[src/shared/drive_common_regs.vh]
// Address map, field layout and codes of the common parameter area
`ifndef DRIVE_COMMON_REGS_VH
`define DRIVE_COMMON_REGS_VH

`define ADDR_MODEL_CODE      16'h0000
`define ADDR_POWER_RATING    16'h0001
`define ADDR_VOLTAGE_CLASS   16'h0002
`define ADDR_FW_VERSION      16'h0003
`define ADDR_PROTECT_KEY     16'h0004
`define ADDR_SPEED_SETPOINT  16'h0005
`define ADDR_COMMAND_WORD    16'h0006
`define ADDR_RAMP_UP         16'h0007
`define ADDR_RAMP_DOWN       16'h0008
`define ADDR_LOAD_CURRENT    16'h0009
`define ADDR_ACTUAL_FREQ     16'h000A
`define ADDR_APPLIED_VOLT    16'h000B
`define ADDR_BUS_VOLT        16'h000C
`define ADDR_DELIV_POWER     16'h000D
`define ADDR_STATE_FLAGS     16'h000E
`define ADDR_FAULT_FLAGS     16'h000F
`define ADDR_INPUT_LEVELS    16'h0010

`define KEY_LOCKED           1'b0
`define KEY_UNLOCKED         1'b1
`define KEY_RESET            1'b0

`define CMD_STOP_BIT         0
`define CMD_FWD_BIT          1
`define CMD_REV_BIT          2
`define CMD_FRESET_BIT       3
`define CMD_ESTOP_BIT        4
`define CMD_PULSE_W          5
`define CMD_OPSRC_LSB        6
`define CMD_OPSRC_MSB        7
`define CMD_FSRC_LSB         8
`define CMD_FSRC_MSB         12

`define FSRC_FIRST_VOLTAGE   5'h0C
`define FSRC_SECOND_VOLTAGE  5'h0D
`define FSRC_CURRENT         5'h0E
`define FSRC_V0_PLUS_I       5'h0F
`define FSRC_V1_PLUS_I       5'h10
`define FSRC_JOG             5'h11
`define FSRC_PID             5'h12
`define FSRC_COMM            5'h13

`define STATE_FLAGS_MASK     16'h3DFF
`define FAULT_FLAGS_MASK     16'h7FFF
`define INPUT_LEVELS_MASK    16'h000F

`define ERR_NONE             16'h0000
`define ERR_WRITE_MODE       16'h574D
`define ERR_INVALID_ADDR     16'h4941

`define SETPOINT_RESET       16'h0000
`define RAMP_RESET           16'h0000

`endif

[src/verilog/drive_common_parameter_map.v]
// Common parameter area register bank of a motor drive
`timescale 1ns/1ns
`include "drive_common_regs.vh"

// Functional notes
// - Protect key word is read/write; 0 locked, 1 unlocked; comes up locked.
// - Command bits 0,1,2 request stop, forward, reverse on a 0-to-1 change only.
// - Command word holds read-only frequency source field, codes 12..19 used, 20..31 reserved.
// - Source codes: current input 14, V0+I 15, V1+I 16, jog 17.
// - Ramp-up time word is read/write, one count is 0.1 second.
// - Speed setpoint is read/write in 0.01 Hz, kept between start and maximum frequency; only written values are clamped, reset loads 0.
// - State flags read-only: bit0 stopped, bit1 forward, bit2 reverse, bit3 fault trip.
// - State flags bit4 accelerating, bit5 decelerating, bit6 target speed reached.
// - State flags bit7 DC braking, bit8 stopping, bit9 unused.
// - State flags bit10 brake open, bit11 forward run command active.
// - State flags bit12 reverse run command active, bit13 remote run/stop state.
// - Fault flags read-only: bit2 external trip A, bit3 emergency stop, bit4 collision trip.
// - Fault flags bit5 ground fault, bit6 drive overheat, bit7 motor overheat.
// - Fault flags bit8 overload, bit9 hardware diagnostic, bit10 external trip B.
// - Fault flags bit11 parameter store error, bit12 cooling fan error.
// - Fault flags bit13 output phase open, bit14 drive overload trip.
// - Input levels word read-only, terminals 1..4 in bits 0..3.
// - Write to an unwritable word is refused with the write-mode error code.
// - Access outside the map is refused with the invalid-address error code.
module drive_common_parameter_map #(
    // Arbitrary value
    parameter [15:0] MODEL_CODE = 16'h005E,
    parameter [15:0] POWER_RATING = 16'h0000,
    parameter [15:0] VOLTAGE_CLASS = 16'h0000,
    // Arbitrary value
    parameter [15:0] FW_VERSION = 16'h0021,
    parameter [15:0] START_FREQ = 16'h0032,
    parameter [15:0] MAX_FREQ = 16'h1770
) (
    // Clock and reset
    input wire core_clk,
    input wire nrst,
    // Word access port
    input wire req_valid,
    input wire req_write,
    input wire [15:0] req_addr,
    input wire [15:0] req_wdata,
    output reg rsp_valid,
    output reg rsp_ok,
    output reg [15:0] rsp_err_code,
    output reg [15:0] rsp_rdata,
    // Drive core status, same clock
    input wire [15:0] drive_state_in,
    input wire [15:0] fault_cause_in,
    input wire [1:0] op_source_in,
    input wire [4:0] freq_source_in,
    input wire [15:0] load_current_in,
    input wire [15:0] actual_frequency_in,
    input wire [15:0] applied_voltage_in,
    input wire [15:0] bus_voltage_in,
    input wire [15:0] delivered_power_in,
    // Input terminal pins, asynchronous
    input wire input_terminal_1,
    input wire input_terminal_2,
    input wire input_terminal_3,
    input wire input_terminal_4,
    // Controls to the drive core
    output reg params_unlocked,
    output reg [15:0] speed_setpoint,
    output reg [15:0] ramp_up_time,
    output reg [15:0] ramp_down_time,
    output reg stop_request,
    output reg forward_request,
    output reg reverse_request,
    output reg fault_reset_request,
    output reg emergency_stop_request
);

    reg [3:0] term_meta_r;
    reg [3:0] term_sync_r;
    reg write_protect_key_r;
    reg [15:0] speed_setpoint_r;
    reg [15:0] ramp_up_time_r;
    reg [15:0] ramp_down_time_r;
    reg [`CMD_PULSE_W-1:0] cmd_bits_r;
    reg [`CMD_PULSE_W-1:0] cmd_bits_nxt;
    reg [`CMD_PULSE_W-1:0] cmd_pulse_nxt;
    reg [15:0] read_word;
    reg addr_valid;
    reg addr_writable;
    reg [15:0] err_nxt;
    reg do_write;

    // Map membership is needed only for the error path; the read mux falls to its own default
    function in_map;
        input [15:0] a;
        begin
            in_map = (a <= `ADDR_INPUT_LEVELS);
        end
    endfunction

    function is_rw;
        input [15:0] a;
        begin
            is_rw = (a == `ADDR_PROTECT_KEY) || (a == `ADDR_SPEED_SETPOINT) ||
                    (a == `ADDR_COMMAND_WORD) || (a == `ADDR_RAMP_UP) ||
                    (a == `ADDR_RAMP_DOWN);
        end
    endfunction

    // Out-of-range setpoints are clamped rather than refused
    function [15:0] clamp_freq;
        input [15:0] v;
        begin
            if (v < START_FREQ) begin
                clamp_freq = START_FREQ;
            end else if (v > MAX_FREQ) begin
                clamp_freq = MAX_FREQ;
            end else begin
                clamp_freq = v;
            end
        end
    endfunction

    wire [3:0] term_pins;

    assign term_pins = {input_terminal_4, input_terminal_3, input_terminal_2, input_terminal_1};

    // Terminals are pins, so two flops before use
    genvar t;
    generate
        for (t = 0; t < 4; t = t + 1) begin : g_term_sync
            always @(posedge core_clk or negedge nrst) begin
                if (!nrst) begin
                    term_meta_r[t] <= 1'b0;
                    term_sync_r[t] <= 1'b0;
                end else begin
                    term_meta_r[t] <= term_pins[t];
                    term_sync_r[t] <= term_meta_r[t];
                end
            end
        end
    endgenerate

    always @* begin
        read_word = 16'h0000;
        case (req_addr)
            `ADDR_MODEL_CODE: begin
                read_word = MODEL_CODE;
            end
            `ADDR_POWER_RATING: begin
                read_word = POWER_RATING;
            end
            `ADDR_VOLTAGE_CLASS: begin
                read_word = VOLTAGE_CLASS;
            end
            `ADDR_FW_VERSION: begin
                read_word = FW_VERSION;
            end
            `ADDR_PROTECT_KEY: begin
                read_word = {15'h0000, write_protect_key_r};
            end
            `ADDR_SPEED_SETPOINT: begin
                read_word = speed_setpoint_r;
            end
            `ADDR_COMMAND_WORD: begin
                read_word[`CMD_PULSE_W-1:0] = cmd_bits_r;
                read_word[`CMD_OPSRC_MSB:`CMD_OPSRC_LSB] = op_source_in;
                read_word[`CMD_FSRC_MSB:`CMD_FSRC_LSB] = freq_source_in;
            end
            `ADDR_RAMP_UP: begin
                read_word = ramp_up_time_r;
            end
            `ADDR_RAMP_DOWN: begin
                read_word = ramp_down_time_r;
            end
            `ADDR_LOAD_CURRENT: begin
                read_word = load_current_in;
            end
            `ADDR_ACTUAL_FREQ: begin
                read_word = actual_frequency_in;
            end
            `ADDR_APPLIED_VOLT: begin
                read_word = applied_voltage_in;
            end
            `ADDR_BUS_VOLT: begin
                read_word = bus_voltage_in;
            end
            `ADDR_DELIV_POWER: begin
                read_word = delivered_power_in;
            end
            `ADDR_STATE_FLAGS: begin
                // Bit 9 and bits 14..15 forced low
                read_word = drive_state_in & `STATE_FLAGS_MASK;
            end
            `ADDR_FAULT_FLAGS: begin
                read_word = fault_cause_in & `FAULT_FLAGS_MASK;
            end
            `ADDR_INPUT_LEVELS: begin
                read_word = {12'h000, term_sync_r} & `INPUT_LEVELS_MASK;
            end
            default: begin
                read_word = 16'h0000;
            end
        endcase
    end

    always @* begin
        addr_valid = in_map(req_addr);
        addr_writable = is_rw(req_addr);
        err_nxt = `ERR_NONE;
        if (!addr_valid) begin
            err_nxt = `ERR_INVALID_ADDR;
        end else if (req_write && !addr_writable) begin
            err_nxt = `ERR_WRITE_MODE;
        end else if (req_write && (req_addr != `ADDR_PROTECT_KEY) &&
                     (write_protect_key_r == `KEY_LOCKED)) begin
            err_nxt = `ERR_WRITE_MODE;
        end
        do_write = req_valid && req_write && (err_nxt == `ERR_NONE);
    end

    // Only the low command bits are stored; source fields are never written
    always @* begin
        cmd_bits_nxt = cmd_bits_r;
        if (do_write && (req_addr == `ADDR_COMMAND_WORD)) begin
            cmd_bits_nxt = req_wdata[`CMD_PULSE_W-1:0];
        end
        cmd_pulse_nxt = cmd_bits_nxt & ~cmd_bits_r;
    end

    always @(posedge core_clk or negedge nrst) begin
        if (!nrst) begin
            write_protect_key_r <= `KEY_RESET;
            speed_setpoint_r <= `SETPOINT_RESET;
            ramp_up_time_r <= `RAMP_RESET;
            ramp_down_time_r <= `RAMP_RESET;
            cmd_bits_r <= {`CMD_PULSE_W{1'b0}};
        end else begin
            cmd_bits_r <= cmd_bits_nxt;
            if (do_write) begin
                case (req_addr)
                    `ADDR_PROTECT_KEY: begin
                        write_protect_key_r <= req_wdata[0];
                    end
                    `ADDR_SPEED_SETPOINT: begin
                        speed_setpoint_r <= clamp_freq(req_wdata);
                    end
                    `ADDR_RAMP_UP: begin
                        ramp_up_time_r <= req_wdata;
                    end
                    `ADDR_RAMP_DOWN: begin
                        ramp_down_time_r <= req_wdata;
                    end
                    default: begin
                        write_protect_key_r <= write_protect_key_r;
                    end
                endcase
            end
        end
    end

    // Response and control outputs all from flops
    always @(posedge core_clk or negedge nrst) begin
        if (!nrst) begin
            rsp_valid <= 1'b0;
            rsp_ok <= 1'b0;
            rsp_err_code <= `ERR_NONE;
            rsp_rdata <= 16'h0000;
            params_unlocked <= 1'b0;
            speed_setpoint <= `SETPOINT_RESET;
            ramp_up_time <= `RAMP_RESET;
            ramp_down_time <= `RAMP_RESET;
            stop_request <= 1'b0;
            forward_request <= 1'b0;
            reverse_request <= 1'b0;
            fault_reset_request <= 1'b0;
            emergency_stop_request <= 1'b0;
        end else begin
            rsp_valid <= req_valid;
            rsp_ok <= req_valid && (err_nxt == `ERR_NONE);
            rsp_err_code <= req_valid ? err_nxt : `ERR_NONE;
            // A write answers with the value held before it
            rsp_rdata <= (req_valid && (err_nxt == `ERR_NONE)) ? read_word : 16'h0000;
            params_unlocked <= (write_protect_key_r == `KEY_UNLOCKED);
            speed_setpoint <= speed_setpoint_r;
            ramp_up_time <= ramp_up_time_r;
            ramp_down_time <= ramp_down_time_r;
            stop_request <= cmd_pulse_nxt[`CMD_STOP_BIT];
            forward_request <= cmd_pulse_nxt[`CMD_FWD_BIT];
            reverse_request <= cmd_pulse_nxt[`CMD_REV_BIT];
            fault_reset_request <= cmd_pulse_nxt[`CMD_FRESET_BIT];
            emergency_stop_request <= cmd_pulse_nxt[`CMD_ESTOP_BIT];
        end
    end

endmodule
[config.mk]
export PLATFORM = sky130hd
export DESIGN_NAME = drive_common_parameter_map
export DESIGN_NICKNAME = d
export VERILOG_FILES = /design/src/verilog/drive_common_parameter_map.v
export VERILOG_INCLUDE_DIRS = /design/src /design/src/shared
export SDC_FILE = /design/constraint.sdc
export NUM_CORES = 1
export LEC_CHECK = 0
export ABC_CLOCK_PERIOD_IN_PS = 5200
export BUFFER_PORTS_ARGS = -buffer_cell sky130_fd_sc_hd__buf_2
export CORE_ASPECT_RATIO = 1.25
export CORE_MARGIN = 1.5
export CORE_UTILIZATION = 37
export DETAILED_ROUTE_END_ITERATION = 10
export SYNTH_ARGS = -nofsm -noshare
export SYNTH_HDL_FRONTEND = slang
export SYNTH_SLANG_ARGS = --single-unit
[constraint.sdc]
create_clock -name core_clk -period 5.2 [get_ports core_clk]
set_clock_uncertainty 0.2 [all_clocks]
set_input_delay 0.78 -clock core_clk [delete_from_list [all_inputs] [get_ports core_clk]]
set_output_delay 0.78 -clock core_clk [all_outputs]
set_load 0.005 [all_outputs]
======== Word level (Yosys, flattened, before mapping) ========
Cells that the tools add are included.
storage, ports and cells
  latch bits .............................. 0
  memories kept ........................... 0
  output and inout port bits .............. 88
  logic and storage cells ................. 77
  ROM bits ................................ 0
  bits in registers ....................... 150
  memory bits (writable) .................. 0
operators by class
  bitwise operators ....................... 3
  reduce and logical (&&, ||, !) cells .... 18
  shifts and indexed selects .............. 0
  add/subtract/negate cells ............... 0
  $lt $le $gt $ge ......................... 3
  divide/modulo/power cells ............... 0
  mux-type cells .......................... 12
  eq/ne operators ......................... 15
  multiply operators ...................... 0
operator list
  kind                                                                               number
  16-bit by 4-bit equality test with 1-bit output, second input constant             8
  7-bit one-hot mux with 12 select lines                                             1
  5-bit one-hot mux with 15 select lines                                             1
  16-bit by 3-bit equality test with 1-bit output, second input constant             4
  16-bit two-way mux                                                                 4
  15-bit two-way mux                                                                 3
  16-bit logical NOT                                                                 2
  3-bit one-hot mux with 10 select lines                                             1
  16-bit by 2-bit equality test with 1-bit output, second input constant             1
  16-bit by 5-bit equality test with 1-bit output, second input constant             1
  16-bit by 13-bit greater-than comparator with 1-bit output, second input constant  1
  16-bit by 5-bit <= comparator with 1-bit output, second input constant             1
  16-bit by 6-bit less-than comparator with 1-bit output, second input constant      1
  16-bit by 3-bit != test with 1-bit output, second input constant                   1
  1-bit one-hot mux with 11 select lines                                             1
  2-bit AND reduction                                                                4
  1-bit logical AND                                                                  7
  5-bit bitwise AND                                                                  1
  5-bit two-way mux                                                                  1
  5-bit inverter                                                                     1
  1-bit logical OR                                                                   4
  1-bit logical NOT                                                                  1
  1-bit inverter                                                                     1

======== Logic depth before layout (Yosys ltp) ========
Gate-level depths: netlist of the first run.
  depth in word-level cells ............... 14
  depth in mapped cells ................... 8

======== Worst setup path after synthesis of the first run ========
OpenSTA, ideal clock, no wires.
  kind .................................... input port to flip-flop
  start ................................... input req_addr[8]
  end ..................................... register ramp_up_time_r[10]
  data arrival time ....................... 2.587 ns
  buffers on the path ..................... 2
  required time ........................... 4.875 ns
  path slack .............................. 2.288 ns
  setup time .............................. 0.125 ns
  cell stages on the path ................. 7
  path through ............................ nor4_2 nand3_2 buf_6 a2bb2oi_4 nor4_4 buf_8 mux2_4
between the ends
  word-level cells in the longest chain between the ends .. 12
  elaborated cells on any way between the ends .. 21
  classes of those cells .................. 1 x order compare; 6 x eq/ne; 3 x mux; 11 x reduce/logical
RTL lines
  what                                             RTL line                          text
  start: declaration                               drive_common_parameter_map.v:41   input wire [15:0] req_addr,
  16-bit by 3-bit equality test with 1-bit output  --
  1-bit logical OR (4 in a row)                    drive_common_parameter_map.v:100  is_rw = (a == `ADDR_PROTECT_KEY) || (a == `ADDR_SPEED_SETPOINT) ||
  1-bit logical NOT                                drive_common_parameter_map.v:209  end else if (req_write && !addr_writable) begin
  1-bit logical AND                                drive_common_parameter_map.v:209
  15-bit two-way mux                               drive_common_parameter_map.v:209
  15-bit two-way mux                               drive_common_parameter_map.v:207  if (!addr_valid) begin
  16-bit logical NOT (no line)                     --
  1-bit logical AND                                drive_common_parameter_map.v:215  do_write = req_valid && req_write && (err_nxt == `ERR_NONE);
  2-bit AND reduction (no line) (*)                --
  end signal: assignment                           drive_common_parameter_map.v:231  ramp_up_time_r <= `RAMP_RESET;
  end signal: assignment                           drive_common_parameter_map.v:245  ramp_up_time_r <= req_wdata;
  end: declaration                                 drive_common_parameter_map.v:78   reg [15:0] ramp_up_time_r;
Every way passes the cells marked *; elsewhere a longest branch is shown, timed or not.
A chain may end at the register's enable or synchronous reset.

======== Worst setup path in the final report of the first run ========
  start ................................... input req_addr[3]
  end ..................................... register ramp_up_time_r[4]
The elaborated chain is that of the path after synthesis.

==> flow_summary_export.csv, run 1 <==
group,metric,value,unit
floorplanning,core_area,0.0167,mm2
global_routing,grt.total_usage,0.255,
power,p_sw,0.592,mW
power,pwr-share-seq,0.429,
clock_tree,root_buffer,"clkbuf_16",
worst_setup_path,crit_cells,7,
power,cellLeakagePower,4.07,nW
route,antenna_left,0,
route,routed_wirelength,22700,um
timing,period_share,0.687,
power,power.share.switching,0.237,
floorplanning,die-width,119,um
global_routing,antenna_found_initial,1,
clock_tree,postCtsResizedCells,0,
power,total_power,2.50,mW
worst_setup_path,crit_start,"req_addr[3]",
clock_tree,cts_tree,"done",
power,cell_internal_pwr,1.91,mW
route,drt-wirelength-per-cell,23.5,um
timing,hold_viol,0,
worst_setup_path,worstSetupStartpointType,"primary input",
timing,timing.slew.headroom,0.266,
worst_setup_path,worst-setup-path-type,"in2reg",
synthesis,syn_avg_cell_area,12.3,um2
synthesis,syn_inst,510,
timing,rsz0062_at_grt,"no",
clock_tree,clock_tree.buffer_depth,2,
finish,finish.utilization,0.489,
synthesis,synth_top_cell_area_share,0.547,
clock_tree,post-cts-setup-buffer-count,0,
worst_setup_path,critical-path-max-stage-delay,0.76,ns
finish,drive_gt1_frac,0.463,
global_routing,grt_max_degree,104,
timing,fmax,0.280,GHz
clock_tree,cts_made_buffers,17,
route,first_pass_detailed_route_iteration_total,5,
power,powerDensity,306,mW/mm2
synthesis,yosys_warnings,0,
floorplanning,design.die.area,0.0177,mm2
floorplanning,number_of_standard_cell_rows_in_the_floorplan,53,
floorplanning,starting_density,0.375,
floorplanning,io_pins,247,
worst_setup_path,timing.critical_path.fanout_max,32,
synthesis,synth_most_common_cell,"dfrtp_1",
worst_setup_path,worst-endpoint-arrival,3.67,ns
synthesis,synth_seq_cells,137,
synthesis,synth_sequential_area_ratio,0.547,
route,dr.first_iter.drc_count,542,
floorplanning,die_height,148,um
clock_tree,cts_hold_buffers_added,0,
synthesis,synth_top_area_cell,"dfrtp_1",
clock_tree,post_cts_clock_slew_at_the_launch_and_capture_registers_of_the_worst_setup_and_hold_paths,0.06,ns
worst_setup_path,timing.rr.end,"rsp_rdata[8]",
route,via_per_inst,5.69,
placed_design,io_buffer_count,236,
synthesis,synth_enable_flop_cells,0,
global_routing,gr-total-overflow,0,
worst_setup_path,worst_path_required_time,5.30,ns
synthesis,synth_area_leaders,"dfrtp_1, mux2_2, a22o_1",
global_routing,grt_pass1_vias,5640,
clock_tree,clock_latency,0.41,ns
worst_setup_path,regToRegStartpoint,"write_protect_key_r",
global_routing,grt_pass1_wl,33500,um
clock_tree,cts_num_sinks,137,
route,drc,0,
outcome,run_status,"completed",
route,route.vias.total,5495,
clock_tree,cts-htree-levels,4,
timing,fin_crit,3.57,ns
finish,finalNetCount,891,
worst_setup_path,cp.buffers_inverters,2,
timing,finalSetupViolCount,0,
worst_setup_path,critPathCapture,"ramp_up_time_r[4]",
timing,tns_setup,0,ns
synthesis,synth-async-reset-ratio,1.00,
worst_hold_path,hold_path.class,"reg2reg",
finish,instances_no_fill,966,
worst_setup_path,worstPathCellList,"buf_2 -> nor4b_2 -> and4_1 -> a2bb2oi_4 -> nor4_4 -> buf_4 -> mux2_2",
synthesis,synthTopCellsByCount,"dfrtp_1, mux2_2, nor2_1",
synthesis,main_flop_type_after_synthesis,"dfrtp_1",
power,p_clk_frac,0.496,
power,pwr-share-comb,0.075,
timing,worst_max_slew_pin_slew,1.09,ns
synthesis,netlist_area,0.00626,mm2
run,max-cap-violations,0,
timing,fin_worst_hold_slack,0.152,ns
placed_design,detailed_place_hpwl,16700,um
worst_setup_path,kind_of_cell_adding_the_most_delay_to_the_critical_path,"simple AND/OR/NAND/NOR gates",
worst_setup_path,rrSetupSlack,2.63,ns
finish,layout_stage_area_growth_over_the_synthesis_result,30.5,%
power,vdd_ir_drop_max,181,uV
worst_setup_path,cpMaxStageDelayCell,"and4_1",
worst_setup_path,r2r_cells,4,
synthesis,synth_cell_type_count,61,
placed_design,place_congestion,0.933,
timing,drv_slew,0,
placed_design,placed_cells,933,
worst_setup_path,worst_setup_path_end_kind,"flop",
## routing by layer
| metal | vias to the layer above | track usage | part of all wire |
|---|---|---|---|
| li1 | 2407 | - | - |
| met1 | 2726 | 0.314 | 0.38 |
| met2 | 318 | 0.436 | 0.51 |
| met3 | 44 | 0.0483 | 0.071 |
| met4 | 0 | 0.116 | 0.037 |
| met5 | - | 0 | 0 |
## through the flow
| step | setup WS (ns) | cell area, um2 |
|---|---|---|
| CTS | 1.69 | 8170 |
| floorplan | 2.29 | 6280 |
| finish | 1.63 | 8170 |
| global placement | 1.33 | 7570 |
| detailed placement | 1.27 | 7570 |
| global route | 1.50 | 8170 |
## cell usage in the layout, fill, tap and decap left out, types with 3 or more instances in the layout
cell type / count
a32oi_1: 8
nand2_1: 11
a22o_1: 27
bufinv_16: 3
and2_1: 6
o21ai_0: 10
and3_1: 3
inv_1: 6
nor2b_1: 4
or4_1: 6
clkbuf_16: 17
mux2_4: 10
nor3b_1: 5
nand3_1: 8
nor3_1: 9
and4_1: 4
clkbuf_1: 3
and4b_1: 3
conb_1: 6
o221ai_1: 3
a22oi_1: 18
mux2_2: 43
buf_2: 235
nand4_1: 4
nor4_1: 6
buf_4: 9
dfrtp_1: 137
a222oi_1: 9
a221oi_1: 9
a21oi_1: 27
nand3b_1: 3
a32o_1: 3
a31oi_1: 13
nor4_4: 6
nor2_1: 28
inv_6: 3
## cells by family after synthesis
logic type      synth area share
mux                        0.106
flops                      0.547
other cells             0.000599
buf+inv                   0.0446
simple gates               0.132
compound gates             0.169
## power by group through the flow
stage	Combinational, mW	Sequential (mW)	Clock [mW]
after floorplan	0.0712	1.09	0
after global placement	0.184	1.09	0
after detailed placement	0.187	1.09	0
after CTS	0.188	1.07	1.26
after global routing	0.203	1.07	1.31
final	0.188	1.07	1.24
## sequential cells by signal, summed over array words and instances, names as in the netlist
register / flops
cmd_bits_r: 5
ramp_up_time_r: 16
rsp_ok: 1
stop_request: 1
speed_setpoint: 16
forward_request: 1
rsp_rdata: 16
params_unlocked: 1
term_meta_r: 4
reverse_request: 1
speed_setpoint_r: 16
ramp_down_time: 16
rsp_valid: 1
rsp_err_code: 3
emergency_stop_request: 1
write_protect_key_r: 1
term_sync_r: 4
ramp_down_time_r: 16
ramp_up_time: 16
fault_reset_request: 1
## worst min path at each step
stage / start / end / slack (ns) / cells after the start
floorplan: term_meta_r[0] / term_sync_r[0] / 0.13 / 0
finish: term_meta_r[0] / term_sync_r[0] / 0.15 / 0
detailed placement: term_meta_r[0] / term_sync_r[0] / 0.14 / 0
CTS: term_meta_r[0] / term_sync_r[0] / 0.15 / 0
global placement: term_meta_r[0] / term_sync_r[0] / 0.13 / 0
global route: term_meta_r[0] / term_sync_r[0] / 0.16 / 0
## final cells by class
| cell class | instances | area (um2) |
|---|---|---|
| inverters | 6 | 22.5 |
| diodes | 1 | 2.50 |
| repair buffers | 245 | 1250 |
| clock buffers | 20 | 437 |
| flip-flops and latches | 137 | 3430 |
| multi-input cells | 325 | 2580 |
| clock inverters | 12 | 165 |
| well taps | 220 | 275 |
| fillers | 1591 | 8540 |
Power figures use the tool's default switching activity.
==> run 2, diff against run 1 <==
Settings changed: ABC_CLOCK_PERIOD_IN_PS 5200 to 2900, PLACE_DENSITY set to 0.66.
Clock period 5.2 ns to 2.9 ns, I/O delays scaled along.
==> run 2 against run 1 <==
Compared with the run above: first-iteration DRC count rose by 6.6%; design area rose by 3.7%; hold slack got worse by 0.13 ns; count of clock-buffer cells in the layout fell by 1; worst setup slack got worse by 1.2 ns; clock power rose by 77%; routed wire length rose by 2.1%; non-clock buffer count rose by 35; combinational power rose by 93%; via count rose by 4.5%; power rose by 79%; critical path type unchanged; largest cell class unchanged; largest power group unchanged; highest routed layer unchanged.
==> flow_summary_export.csv, run 2 (same netlist as run 1, synthesis figures left out) <==
group,metric,value,unit
outcome,run_status,"completed",
timing,fmax,0.413,GHz
worst_setup_path,worst_path_required_time,3.02,ns
global_routing,gr-total-overflow,0,
finish,most_frequent_standard_cell_in_the_layout_excluding_fill_and_tap_cells,"buf_2",
finish,layout.cells.most_common_list,"buf_2, dfrtp_1, mux2_2, buf_4, nor2_1",
clock_tree,cts_num_sinks,137,
route,antenna_left,0,
finish,stdcell_area,0.00847,mm2
global_routing,antenna_found_initial,0,
global_routing,grt_pass1_wl,33800,um
finish,finalNetCount,926,
finish,layout_stage_area_growth_over_the_synthesis_result,35.3,%
route,drc,0,
worst_setup_path,worstSetupStartpointType,"primary input",
timing,period_share,0.835,
timing,timing.slew.headroom,0.462,
clock_tree,clock_latency,0.42,ns
worst_setup_path,critical-path-max-stage-delay,0.73,ns
worst_hold_path,hold_path.class,"in2reg",
timing,drv_slew,0,
timing,fin_crit,2.42,ns
placed_design,place_congestion,0.907,
timing,worst_max_slew_pin_slew,0.807,ns
timing,finalSetupViolCount,0,
worst_setup_path,cpMaxStageDelayCell,"or4_1",
route,routed_wirelength,23200,um
power,vdd_ir_drop_max,306,uV
placed_design,placed_cells,963,
placed_design,postPlaceCellArea,0.00782,mm2
timing,rsz0062_at_grt,"no",
clock_tree,cts_made_buffers,17,
route,via_per_inst,5.74,
clock_tree,cts-htree-levels,4,
timing,fin_worst_hold_slack,0.0197,ns
finish,drive_gt1_frac,0.483,
clock_tree,clock_tree.buffer_depth,2,
power,powerDensity,529,mW/mm2
worst_setup_path,worstPathCellList,"buf_2 -> or4_1 -> nor3_1 -> buf_4 -> o2111ai_1 -> a31oi_1",
clock_tree,root_buffer,"clkbuf_16",
worst_setup_path,worst_setup_path_end_kind,"flop",
floorplanning,io_pins,247,
floorplanning,die-width,119,um
timing,hold_viol,0,
worst_setup_path,worst-endpoint-arrival,2.54,ns
route,first_pass_detailed_route_iteration_total,7,
power,cellLeakagePower,4.25,nW
finish,layout.filler_cells,1516,
route,dr.first_iter.drc_count,578,
timing,tns_setup,0,ns
global_routing,grt_max_degree,74,
worst_setup_path,timing.critical_path.fanout_max,10,
floorplanning,die_height,148,um
worst_setup_path,worst-setup-path-type,"in2reg",
floorplanning,design.die.area,0.0177,mm2
floorplanning,starting_density,0.375,
placed_design,io_buffer_count,236,
finish,instances_no_fill,1001,
placed_design,detailed_place_hpwl,17600,um
clock_tree,cts_tree,"done",
global_routing,grt.total_usage,0.257,
clock_tree,post_cts_clock_slew_at_the_launch_and_capture_registers_of_the_worst_setup_and_hold_paths,0.06,ns
floorplanning,number_of_standard_cell_rows_in_the_floorplan,53,
route,drt-wirelength-per-cell,23.2,um
global_routing,grt_pass1_vias,5808,
route,route.vias.total,5743,
floorplanning,core_area,0.0167,mm2
run,max-cap-violations,0,
-- run 2: changes by cell type in the layout (fill, tap and decap cells not counted), moves of 2 or more --
| cell | previous run | this run |
|---|---|---|
| buf_4 | 9 | 36 |
| dlygate4sd3_1 | 0 | 5 |
| clkinv_4 | 2 | 6 |
| buf_12 | 0 | 3 |
| clkbuf_1 | 3 | 1 |
| clkinvlp_4 | 2 | 0 |
-- run 2: path summary, 6_finish.rpt --
| path | endpoint | start | slack (ns) | depth (start not counted) |
|---|---|---|---|---|
| worst max-delay path | rsp_rdata[8] | req_addr[8] | 0.48 | 6 |
| worst min-delay path | rsp_valid | req_valid | 0.02 | 1 |
| worst max register to register | emergency_stop_request | write_protect_key_r | 0.57 | 4 |
| worst min register to register | term_sync_r[0] | term_meta_r[0] | 0.15 | 0 |
| max in group asynchronous | ramp_up_time[6] | nrst | 1.35 | 3 |
| min in group asynchronous | ramp_up_time[13] | nrst | 0.40 | 2 |
-- run 2: area by class of cell --
cell class	instances	area (um2)	share of cell area
flip-flops and latches	137	3430	0.405
multi-input cells	325	2580	0.304
repair buffers	280	1570	0.185
clock buffers	19	443	0.0523
well taps	220	275	0.0325
clock inverters	13	159	0.0188
inverters	6	22.5	0.00266
diodes	1	2.50	0.000295
-- run 2: repair_timing --
| item | 4_1_cts | 5_1_grt |
|---|---|---|
| hold buffers | 5 | 0 |
| resized for setup | 0 | 0 |
| setup buffers | 0 | 0 |
| setup endpoints to repair | 0 | 0 |
| endpoints found under the hold margin | 75 | 0 |
-- run 2: power by group --
group          internal, mW  switching, mW
logic                 0.155          0.208
registers              1.92        0.00252
clock network          1.31          0.881
total                  3.39           1.09
-- run 2: metrics by stage --
| step | setup WS, ns | util | power [mW] |
|---|---|---|---|
| after global routing | 0.288 | 0.507 | 4.62 |
| final | 0.478 | 0.507 | 4.48 |
| after floorplan | 0.333 | - | 2.08 |
| after global placement | 0.140 | 0.468 | 2.30 |
| after CTS | 0.541 | 0.507 | 4.50 |
| after detailed placement | 0.134 | 0.468 | 2.31 |
-- run 2: worst max-delay path, delay by kind of cell --
kind                   cells  cell delay (ns)
AOI/OAI and AO/OA          2             0.71
buffers and inverters      2             0.34
and+or+nand+nor            2             1.05
-- run 2: layer usage --
metal	wire (um)	vias up	GRT usage
met5	0	-	0
met4	878	0	0.124
met3	1510	51	0.0452
met2	11600	328	0.433
met1	9190	2890	0.322
li1	-	2474	-
==> run 3, diff against run 2 <==
Settings changed: ABC_CLOCK_PERIOD_IN_PS 2900 to 2480, PLACE_DENSITY 0.66 to not set.
Clock period 2.9 ns to 2.48 ns, I/O delays scaled along.
==> run 3 against run 2 <==
Compared with the run above: sequential share of layout area down 1.1 points; first-iteration DRC count shrank 14%; power is 18% higher; cell count up 2.8%; core utilization grew 1.4 points; count of clock-buffer cells in the layout fell by 2; highest routed layer unchanged.
==> flow_summary_export.csv, run 3 (same netlist as run 1, synthesis figures left out) <==
group,metric,value,unit
route,drt-wirelength-per-cell,22.8,um
clock_tree,clock_latency,0.42,ns
clock_tree,cts-htree-levels,4,
worst_setup_path,worst-setup-path-type,"in2reg",
power,pwr-share-comb,0.083,
power,cell_internal_pwr,3.96,mW
global_routing,grt_pass1_vias,5838,
worst_setup_path,timing.critical_path.fanout_max,5,
finish,layout.filler_cells,1507,
route,first_pass_detailed_route_iteration_total,7,
worst_hold_path,hold_path.class,"in2reg",
global_routing,antenna_found_initial,2,
timing,hold_viol,0,
clock_tree,post-cts-setup-buffer-count,0,
timing,finalSetupViolCount,0,
timing,drv_slew,0,
clock_tree,cts_num_sinks,137,
route,dr.first_iter.drc_count,498,
floorplanning,starting_density,0.375,
global_routing,gr-total-overflow,0,
floorplanning,die_height,148,um
route,drc,0,
timing,fmax,0.436,GHz
power,p_clk_frac,0.493,
route,antenna_left,0,
global_routing,grt.total_usage,0.262,
finish,finalNetCount,953,
floorplanning,core_area,0.0167,mm2
power,power.share.switching,0.252,
floorplanning,io_pins,247,
finish,drive_gt1_frac,0.501,
placed_design,postPlaceCellArea,0.00802,mm2
floorplanning,design.die.area,0.0177,mm2
finish,stdcell_area,0.00872,mm2
finish,layout_stage_area_growth_over_the_synthesis_result,39.2,%
power,cellLeakagePower,4.38,nW
global_routing,grt_max_degree,58,
placed_design,placed_cells,988,
route,via_per_inst,5.62,
power,total_power,5.30,mW
timing,worst_max_slew_pin_slew,0.640,ns
power,pwr-share-seq,0.424,
route,route.vias.total,5779,
run,max-cap-violations,0,
worst_setup_path,worst_setup_path_end_kind,"flop",
clock_tree,clock_tree.buffer_depth,2,
worst_setup_path,worst_path_required_time,2.62,ns
clock_tree,post_cts_clock_slew_at_the_launch_and_capture_registers_of_the_worst_setup_and_hold_paths,0.06,ns
timing,timing.slew.headroom,0.572,
outcome,run_status,"completed",
clock_tree,cts_made_buffers,17,
worst_setup_path,worst-endpoint-arrival,2.43,ns
clock_tree,cts_tree,"done",
worst_setup_path,worstSetupStartpointType,"primary input",
clock_tree,root_buffer,"clkbuf_16",
timing,fin_crit,2.29,ns
power,powerDensity,608,mW/mm2
floorplanning,number_of_standard_cell_rows_in_the_floorplan,53,
power,vdd_ir_drop_max,409,uV
finish,layout.cells.most_common_list,"buf_2, dfrtp_1, buf_4, mux2_2, nor2_1",
placed_design,io_buffer_count,236,
finish,instances_no_fill,1029,
power,p_sw,1.34,mW
timing,rsz0062_at_grt,"no",
placed_design,place_congestion,0.947,
route,routed_wirelength,23500,um
timing,period_share,0.925,
finish,most_frequent_standard_cell_in_the_layout_excluding_fill_and_tap_cells,"buf_2",
floorplanning,die-width,119,um
placed_design,detailed_place_hpwl,17900,um
global_routing,grt_pass1_wl,34400,um
==> run 3: cell count changes in the layout (fill, tap and decap cells not counted), sizes merged <==
cell and delta:
diode +1, inv +2, buf +25, clkinv -2
dlygate4sd3 +2, clkbuf -2, clkinvlp +2
==> run 3: cell type report <==
| type | count | area [um2] | area share |
|---|---|---|---|
| Antenna cell | 2 | 5.00 | 0.000574 |
| Clock buffer | 17 | 425 | 0.0488 |
| Clock inverter | 15 | 185 | 0.0212 |
| Inverter | 6 | 22.5 | 0.00258 |
| Multi-Input combinational cell | 325 | 2600 | 0.298 |
| Sequential cell | 137 | 3430 | 0.393 |
| Tap cell | 220 | 275 | 0.0316 |
| Timing Repair Buffer | 307 | 1780 | 0.204 |
==> run 3: worst max-delay path: stages <==
cell and delay, ns:
buf_2 0.12, or4_1 0.65, buf_4 0.20, nor4_1 0.42
buf_4 0.21, a22o_1 0.17, a221oi_1 0.09, a21oi_1 0.20
==> run 3: routing by layer <==
metal | vias up | track usage | routed length (um)
li1 | 2524 | - | -
met1 | 2851 | 0.318 | 9200
met2 | 336 | 0.441 | 11600
met3 | 68 | 0.0571 | 1690
met4 | 0 | 0.135 | 1070
met5 | - | 0 | 0
==> run 3: power groups by stage <==
stage	registers [mW]	logic, mW	clock network (mW)
floorplan	2.29	0.150	0
global placement	2.29	0.418	0
detailed placement	2.29	0.425	0
CTS	2.25	0.436	2.64
global route	2.25	0.473	2.74
finish	2.25	0.440	2.61
==> run 3: what timing repair did <==
action | CTS | global route
gates resized for setup | 1 | 1
hold buffers | 7 | 0
endpoints found under the hold margin | 60 | 0
setup endpoints to repair | 7 | 2
==> run 3: stage by stage <==
stage	TNS [ns]	util	worst slack, ns	hold WS (ns)
6_report	0	0.522	0.185	0.0237
5_1_grt	0	0.521	0.121	0.0287
4_1_cts	0	0.521	0.0531	0.0171
3_5_place_dp	-7.82	0.480	-0.360	0.139
3_3_place_gp	-6.11	0.480	-0.434	0.135
2_1_floorplan	0	-	0.0186	-0.124
==> run 3: path summary, 6_finish.rpt <==
kind,startpoint,endpoint,slack [ns],depth (start not counted)
max,req_addr[12],rsp_rdata[3],0.19,8
min,bus_voltage_in[9],rsp_rdata[9],0.02,3
max reg2reg,write_protect_key_r,ramp_down_time_r[9],0.21,4
min reg2reg,term_meta_r[2],term_sync_r[2],0.15,0
max in group asynchronous,nrst,speed_setpoint[12],1.07,3
min in group asynchronous,nrst,ramp_down_time_r[14],0.29,2
